File: config.mk
export PLATFORM = sky130hd
export DESIGN_NAME = vpic_irq_ctrl
export DESIGN_NICKNAME = d
export VERILOG_FILES = /design/src/hw/vpic_pkg.sv /design/src/hw/vpic_irq_ctrl.sv /design/src/hw/vpic_sync3.sv
export VERILOG_INCLUDE_DIRS = /design/src /design/src/hw
export SDC_FILE = /design/constraint.sdc
export NUM_CORES = 1
export LEC_CHECK = 0
export BUFFER_PORTS_ARGS = -buffer_cell sky130_fd_sc_hd__buf_2
export CAP_MARGIN = 20
export CORE_ASPECT_RATIO = 1.2
export CORE_MARGIN = 8
export CORE_UTILIZATION = 30
export DETAILED_ROUTE_END_ITERATION = 10
export GPL_TIMING_DRIVEN = 1
export HOLD_SLACK_MARGIN = 0.03
export SLEW_MARGIN = 5
export SYNTH_ARGS = -nofsm -noshare
export SYNTH_HDL_FRONTEND = slang
export SYNTH_SLANG_ARGS = --single-unit
export TNS_END_PERCENT = 1
File: constraint.sdc
create_clock -name core_clk -period 1.95 [get_ports core_clk]
set_clock_uncertainty 0.2 [all_clocks]
set_input_delay 0.2925 -clock core_clk [delete_from_list [all_inputs] [get_ports core_clk]]
set_output_delay 0.2925 -clock core_clk [all_outputs]
set_load 0.005 [all_outputs]
File: src/hw/vpic_cfg.svh
// Register offsets, field positions, reset values and response codes for the video port irq block
`ifndef VPIC_CFG_SVH
`define VPIC_CFG_SVH
`define VPIC_OFF_BASE_EN 8'h00
`define VPIC_OFF_EN_SET 8'h04
`define VPIC_OFF_EN_CLR 8'h08
`define VPIC_OFF_STATUS 8'h0C
`define VPIC_OFF_STAT_CLR 8'h10
`define VPIC_OFF_CHAN0_CONTROL 8'h14
`define VPIC_FMT_LSB 0
`define VPIC_FMT_MSB 1
`define VPIC_FMT_FRAME 2'h0
`define VPIC_FMT_RAW_LINE 2'h3
`define VPIC_RST_EN 4'h0
`define VPIC_RESP_OKAY 2'h0
`define VPIC_RESP_SLVERR 2'h2
`endif

File: src/hw/vpic_pkg.sv
// Types shared by the video port irq block
package vpic_pkg;
  typedef struct packed {
    logic [3:0] frameSync;
    logic [3:0] lineSync;
  } vpic_events_t;
endpackage : vpic_pkg

File: src/hw/vpic_irq_ctrl.sv
// Video port frame interrupt enable set/clear logic with AXI4-Lite registers
//
// Function
// - One clear bit per channel, bits 0-3
// - Writing one disables that channel's interrupt
// - Clear acts only with base and set-enable
// - Writing zero changes no enable state
// - Raw mode: channel 1 picks line/frame by format
// - Effective clear resets set-enable bit internally
// - Status records syncs regardless of enables
`include "vpic_cfg.svh"
`timescale 1ns/1ps
`default_nettype none
module vpic_irq_ctrl #(
  parameter int CHANNELS = 4
) (
  input wire logic core_clk,
  input wire logic rst_n,
  input wire logic clkEn,
  input wire logic [CHANNELS-1:0] frameSyncPin,
  input wire logic lineSyncPin,
  input wire logic [7:0] s_axi_awaddr,
  input wire logic s_axi_awvalid,
  output logic s_axi_awready,
  input wire logic [31:0] s_axi_wdata,
  input wire logic [3:0] s_axi_wstrb,
  input wire logic s_axi_wvalid,
  output logic s_axi_wready,
  output logic [1:0] s_axi_bresp,
  output logic s_axi_bvalid,
  input wire logic s_axi_bready,
  input wire logic [7:0] s_axi_araddr,
  input wire logic s_axi_arvalid,
  output logic s_axi_arready,
  output logic [31:0] s_axi_rdata,
  output logic [1:0] s_axi_rresp,
  output logic s_axi_rvalid,
  input wire logic s_axi_rready,
  output logic irqReq
);
  logic [CHANNELS-1:0] baseEn_r;
  logic [CHANNELS-1:0] enSet_r;
  logic [CHANNELS-1:0] status_r;
  logic [1:0] chan0Format_r;
  logic [7:0] awAddr_r;
  logic awHeld_r;
  logic [31:0] wData_r;
  logic [3:0] wStrb_r;
  logic wHeld_r;
  logic [CHANNELS-1:0] syncEvt;
  logic lineEvt;
  logic [CHANNELS-1:0] evt;
  vpic_pkg::vpic_events_t events;

  genvar g;
  generate
    for (g = 0; g < CHANNELS; g++) begin : g_sync
      vpic_sync3 u_sync (
        .core_clk(core_clk),
        .rst_n(rst_n),
        .clkEn(clkEn),
        .pinIn(frameSyncPin[g]),
        .pulse(syncEvt[g])
      );
    end
  endgenerate

  vpic_sync3 u_line_sync (
    .core_clk(core_clk),
    .rst_n(rst_n),
    .clkEn(clkEn),
    .pinIn(lineSyncPin),
    .pulse(lineEvt)
  );

  // Channel 1 source follows channel 0 capture format in raw mode
  always_comb begin
    events.frameSync = syncEvt;
    events.lineSync = {2'h0, lineEvt, 1'b0};
    evt = events.frameSync;
    if (chan0Format_r == `VPIC_FMT_RAW_LINE) begin
      evt[1] = events.lineSync[1];
    end
  end

  function automatic logic hit(input logic [7:0] a, input logic [7:0] off);
    return a[7:2] == off[7:2];
  endfunction : hit

  logic doWrite;
  assign doWrite = awHeld_r && wHeld_r && !s_axi_bvalid;
  logic [CHANNELS-1:0] wrOnes;
  assign wrOnes = s_axi_wdata_held(wData_r, wStrb_r);

  function automatic logic [CHANNELS-1:0] s_axi_wdata_held(input logic [31:0] d,
                                                         input logic [3:0] s);
    return s[0] ? d[CHANNELS-1:0] : '0;
  endfunction : s_axi_wdata_held

  // Write channel capture: address and data taken in either order
  always_ff @(posedge core_clk) begin
    if (!rst_n) begin
      awHeld_r <= 1'b0;
      wHeld_r <= 1'b0;
      awAddr_r <= 8'h00;
      wData_r <= 32'h0000_0000;
      wStrb_r <= 4'h0;
      s_axi_bvalid <= 1'b0;
      s_axi_bresp <= `VPIC_RESP_OKAY;
      s_axi_awready <= 1'b1;
      s_axi_wready <= 1'b1;
    end else if (clkEn) begin
      if (s_axi_awvalid && s_axi_awready) begin
        awHeld_r <= 1'b1;
        awAddr_r <= s_axi_awaddr;
      end
      if (s_axi_wvalid && s_axi_wready) begin
        wHeld_r <= 1'b1;
        wData_r <= s_axi_wdata;
        wStrb_r <= s_axi_wstrb;
      end
      if (doWrite) begin
        awHeld_r <= 1'b0;
        wHeld_r <= 1'b0;
        s_axi_bvalid <= 1'b1;
        s_axi_bresp <= (awAddr_r[7:2] <= `VPIC_OFF_CHAN0_CONTROL >> 2) ?
                       `VPIC_RESP_OKAY : `VPIC_RESP_SLVERR;
      end else if (s_axi_bvalid && s_axi_bready) begin
        s_axi_bvalid <= 1'b0;
      end
      // Readies built from next held and response state so the pins come from flops
      s_axi_awready <= !doWrite && !(awHeld_r || (s_axi_awvalid && s_axi_awready))
                       && !(s_axi_bvalid && !s_axi_bready);
      s_axi_wready <= !doWrite && !(wHeld_r || (s_axi_wvalid && s_axi_wready))
                      && !(s_axi_bvalid && !s_axi_bready);
    end
  end

  always_ff @(posedge core_clk) begin
    if (!rst_n) begin
      baseEn_r <= `VPIC_RST_EN;
      chan0Format_r <= `VPIC_FMT_FRAME;
    end else if (clkEn && doWrite) begin
      if (hit(awAddr_r, `VPIC_OFF_BASE_EN) && wStrb_r[0]) begin
        baseEn_r <= wData_r[CHANNELS-1:0];
      end
      if (hit(awAddr_r, `VPIC_OFF_CHAN0_CONTROL) && wStrb_r[0]) begin
        chan0Format_r <= wData_r[`VPIC_FMT_MSB:`VPIC_FMT_LSB];
      end
    end
  end

  // Set-enable: ones accepted only under base enable; clear wins only when effective
  always_ff @(posedge core_clk) begin
    if (!rst_n) begin
      enSet_r <= `VPIC_RST_EN;
    end else if (clkEn) begin
      for (int i = 0; i < CHANNELS; i++) begin
        if (!baseEn_r[i]) begin
          enSet_r[i] <= 1'b0;
        end else if (doWrite && hit(awAddr_r, `VPIC_OFF_EN_SET) && wrOnes[i]) begin
          enSet_r[i] <= 1'b1;
        end else if (doWrite && hit(awAddr_r, `VPIC_OFF_EN_CLR) && wrOnes[i]
                     && enSet_r[i]) begin
          enSet_r[i] <= 1'b0;
        end
      end
    end
  end

  // Status keeps recording syncs whatever the enables; a new event beats a clear
  always_ff @(posedge core_clk) begin
    if (!rst_n) begin
      status_r <= `VPIC_RST_EN;
    end else if (clkEn) begin
      for (int i = 0; i < CHANNELS; i++) begin
        if (evt[i]) begin
          status_r[i] <= 1'b1;
        end else if (doWrite && hit(awAddr_r, `VPIC_OFF_STAT_CLR) && wrOnes[i]) begin
          status_r[i] <= 1'b0;
        end
      end
    end
  end

  always_ff @(posedge core_clk) begin
    if (!rst_n) begin
      irqReq <= 1'b0;
    end else if (clkEn) begin
      irqReq <= |(status_r & baseEn_r & enSet_r);
    end
  end

  // Read channel: one read outstanding, data registered
  always_ff @(posedge core_clk) begin
    if (!rst_n) begin
      s_axi_rvalid <= 1'b0;
      s_axi_rdata <= 32'h0000_0000;
      s_axi_rresp <= `VPIC_RESP_OKAY;
      s_axi_arready <= 1'b1;
    end else if (clkEn) begin
      if (s_axi_arvalid && s_axi_arready) begin
        s_axi_rvalid <= 1'b1;
        s_axi_rresp <= `VPIC_RESP_OKAY;
        s_axi_rdata <= 32'h0000_0000;
        // Clear and status-clear registers are write only and read zero
        if (hit(s_axi_araddr, `VPIC_OFF_BASE_EN)) begin
          s_axi_rdata[CHANNELS-1:0] <= baseEn_r;
        end else if (hit(s_axi_araddr, `VPIC_OFF_EN_SET)) begin
          s_axi_rdata[CHANNELS-1:0] <= enSet_r;
        end else if (hit(s_axi_araddr, `VPIC_OFF_STATUS)) begin
          s_axi_rdata[CHANNELS-1:0] <= status_r;
        end else if (hit(s_axi_araddr, `VPIC_OFF_CHAN0_CONTROL)) begin
          s_axi_rdata[`VPIC_FMT_MSB:`VPIC_FMT_LSB] <= chan0Format_r;
        end else if (!hit(s_axi_araddr, `VPIC_OFF_EN_CLR)
                     && !hit(s_axi_araddr, `VPIC_OFF_STAT_CLR)) begin
          s_axi_rresp <= `VPIC_RESP_SLVERR;
        end
      end else if (s_axi_rvalid && s_axi_rready) begin
        s_axi_rvalid <= 1'b0;
      end
      s_axi_arready <= !(s_axi_arvalid && s_axi_arready) && !(s_axi_rvalid && !s_axi_rready);
    end
  end
endmodule : vpic_irq_ctrl
`default_nettype wire

File: src/hw/vpic_sync3.sv
// Three-stage synchroniser with agreement filter for one pin input
`timescale 1ns/1ps
`default_nettype none
module vpic_sync3 (
  input wire logic core_clk,
  input wire logic rst_n,
  input wire logic clkEn,
  input wire logic pinIn,
  output logic pulse
);
  logic s1_r;
  logic s2_r;
  logic s3_r;
  logic level_r;
  always_ff @(posedge core_clk) begin
    if (!rst_n) begin
      s1_r <= 1'b0;
      s2_r <= 1'b0;
      s3_r <= 1'b0;
      level_r <= 1'b0;
    end else if (clkEn) begin
      s1_r <= pinIn;
      s2_r <= s1_r;
      s3_r <= s2_r;
      // A change counts only once the last two stages agree
      if (s2_r == s3_r) begin
        level_r <= s3_r;
      end
    end
  end
  assign pulse = clkEn && (s2_r == s3_r) && s3_r && !level_r;
endmodule : vpic_sync3
`default_nettype wire

==> results.py <==
metrics = {
    "cts": {
        "h-tree-depth": 3,
        "cts.hold.buffers_added": 17,
        "insertion_delay_ns": 0.33,
        "cts_tree": "yes",
        "postCtsResizedCells": 0,
        "cts_buffer_depth": 2,
        "path_clk_slew_ns": 0.07,
        "cts_root_buffer": "clkbuf_8",
        "postCtsSetupBuffers": 0,
        "numCtsBuffers": 9,
        "cts_sinks": 59,
    },
    "yosys": {
        "synth_top_flop_cell": "dfxtp_1",
        "syn_avg_cell_area_um2": 9.00,
        "yosys.area.top_type": "dfxtp_1",
        "ys_top_cells_by_count": "dfxtp_1 (59), nor2b_1 (32), mux2i_1 (31)",
        "ys_seq_elements": 59,
        "seq_area_frac_synth": 0.423,
        "synth.most_common_cell": "dfxtp_1",
        "synth_top_area_share": 0.423,
        "synth_edf_count": 0,
        "yosysWarnings": 0,
        "netlist_top_cells_area": "dfxtp_1 (42%), mux2i_1 (11%), buf_4 (8.1%), nor2b_1 (7.2%), o21ai_0 (5.0%)",
        "netlist_area_mm2": 0.00279,
        "yosysUniqueCellTypes": 37,
        "async_flop_share": 0,
        "netlist_instances": 310,
    },
    "floorplan": {
        "num_rows": 38,
        "die_h_um": 122,
        "design.portCount": 107,
        "dieArea_mm2": 0.0127,
        "core_area_mm2": 0.00903,
        "initial_core_util": 0.309,
        "die_w_um": 104,
    },
    "sta": {
        "rsz0062_at_grt": "false",
        "slew_headroom": 0.637,
        "setup_viol": 0,
        "fmax_mhz": 550,
        "final_hold_viol_count": 0,
        "holdWs_ns": 0.0626,
        "slew_viol_final": 0,
        "timing.final.crit_share": 0.933,
        "finalSetupTns_ns": 0,
        "fin_crit_ns": 1.82,
        "tightest_slew_ns": 0.542,
    },
    "worst_setup_path": {
        "cpPeakStageDelay_ns": 0.57,
        "path_cells": "or4_4, nor4_4, a21boi_1, o21a_1",
        "cpMaxStageDelayCell": "or4_4",
        "cp.arrival_ns": 1.85,
        "cp_max_fo": 4,
        "crit_buf_inv": 0,
        "worstSetupEndpointType": "flip-flop",
        "path_class": "flip-flop to flip-flop",
        "critPathTopFamily": "simple AND/OR/NAND/NOR gates",
        "crit_path_start_kind": "flip-flop",
        "worstPathRequired_ns": 1.98,
    },
    "drt": {
        "vias_per_cell": 4.48,
        "wl_per_cell_um": 12.3,
        "firstDrtPassIters": 4,
        "drt_iter0_drc": 98,
        "vias": 2216,
        "drtAntennaViolNets": 0,
        "drc": 0,
        "postRouteWirelength_mm": 6.09,
    },
    "finish": {
        "diodes": 0,
        "nets": 437,
        "fillers": 930,
        "layout-area-overhead-vs-synth_pct": 21.7,
        "drive_gt1_frac": 0.176,
    },
    "grt": {
        "grt_pass1_vias": 2209,
        "grt_pass1_wl_mm": 10.3,
        "grt_max_degree": 36,
        "grt_use_total": 0.0987,
        "grt_overflow_total": 0,
        "antenna_found_initial": 0,
    },
    "placed_design": {
        "gp_congestion": 0.755,
        "post-dp-hpwl_mm": 4.46,
        "io_buffers": 41,
    },
    "power_and_ir_drop": {
        "irDropWorstVdd_mv": 0.441,
        "power_density_mw_per_mm2": 781,
        "leakagePower_nw": 1.46,
    },
    "run_status": {
        "status": "completed",
    },
    "worst_hold_path": {
        "hp-class": "input pin to flip-flop",
    },
    "job": {
        "max-cap-violations": 0,
    },
}
final cells by class:
cell class	count	area (um^2)	area share
Clock buffer	12	165	0.0486
Multi-Input combinational cell	228	1410	0.415
Inverter	10	37.5	0.0110
Clock inverter	2	35.0	0.0103
Sequential cell	59	1180	0.348
Timing Repair Buffer	64	420	0.124
Tap cell	120	150	0.0442
path summary, 6_finish.rpt:
kind / slack [ns] / cells past startpoint / to / start
worst max-delay path: 0.13 / 4 / status_r[0]$_SDFFE_PN0P_ / awAddr_r[7]$_SDFFE_PN0P_
worst min-delay path: 0.06 / 4 / s_axi_awready$_SDFFE_PN1P_ / s_axi_awvalid
worst max register to register: 0.13 / 4 / status_r[0]$_SDFFE_PN0P_ / awAddr_r[7]$_SDFFE_PN0P_
worst min register to register: 0.28 / 2 / g_sync[0].u_sync.s3_r$_SDFFE_PN0P_ / g_sync[0].u_sync.s3_r$_SDFFE_PN0P_
registers in the layout, summed over array words and instances (netlist names), 2 cells and up:
name / cells
g_sync.u_sync.s1_r: 4
g_sync.u_sync.level_r: 4
baseEn_r: 4
wData_r: 4
enSet_r: 4
g_sync.u_sync.s2_r: 4
s_axi_rdata: 4
chan0Format_r: 2
status_r: 4
g_sync.u_sync.s3_r: 4
awAddr_r: 6
stage by stage:
step	power (mW)	instances	area (um^2)	setup WS (ns)	utilization
2_1_floorplan	1.48	339	2900	0.250	-
3_3_place_gp	1.52	464	3030	0.140	0.335
3_5_place_dp	1.52	464	3030	0.129	0.335
4_1_cts	2.69	495	3400	0.123	0.376
5_1_grt	2.77	495	3400	0.0276	0.376
6_report	2.65	495	3400	0.130	0.376
placed cells by master, fill, tap and decap left out, types with 6 or more instances in the layout:
master / synthesis / routed
nand2_1: 27 / 27
a21oi_1: 13 / 13
a21boi_0: 12 / 12
clkbuf_8: 0 / 12
dfxtp_1: 59 / 59
nand3_1: 8 / 8
conb_1: 1 / 30
inv_1: 10 / 10
dlygate4sd3_1: 0 / 17
nor2b_1: 32 / 32
buf_4: 30 / 6
mux2i_1: 31 / 31
buf_2: 2 / 41
o21ai_0: 28 / 28
kinds of logic after synthesis:
logic type,synth area share
flip-flops,0.423
AND/OR/NAND/NOR,0.193
buffers and inverters,0.111
multiplexers,0.119
other,0.00134
AO/OA/AOI/OAI,0.152
worst register-to-register path, delay by kind of cell, from the launching register on:
kind | cells | cell delay (ns)
flip-flops | 1 | 0.34
AO/OA/AOI/OAI | 2 | 0.29
AND/OR/NAND/NOR | 2 | 0.90
power by group:
group	internal (mW)	switching, mW
logic	0.123	0.123
clock network	0.678	0.451
registers	1.24	0.0320
layer usage:
metal	part of all wire	global-route usage	vias up
met5	0	0	-
met4	0.018	0.0490	0
met3	0.078	0.0444	8
met2	0.42	0.145	70
met1	0.48	0.120	1000
li1	-	-	1138
(Power assumes the default switching activity.)
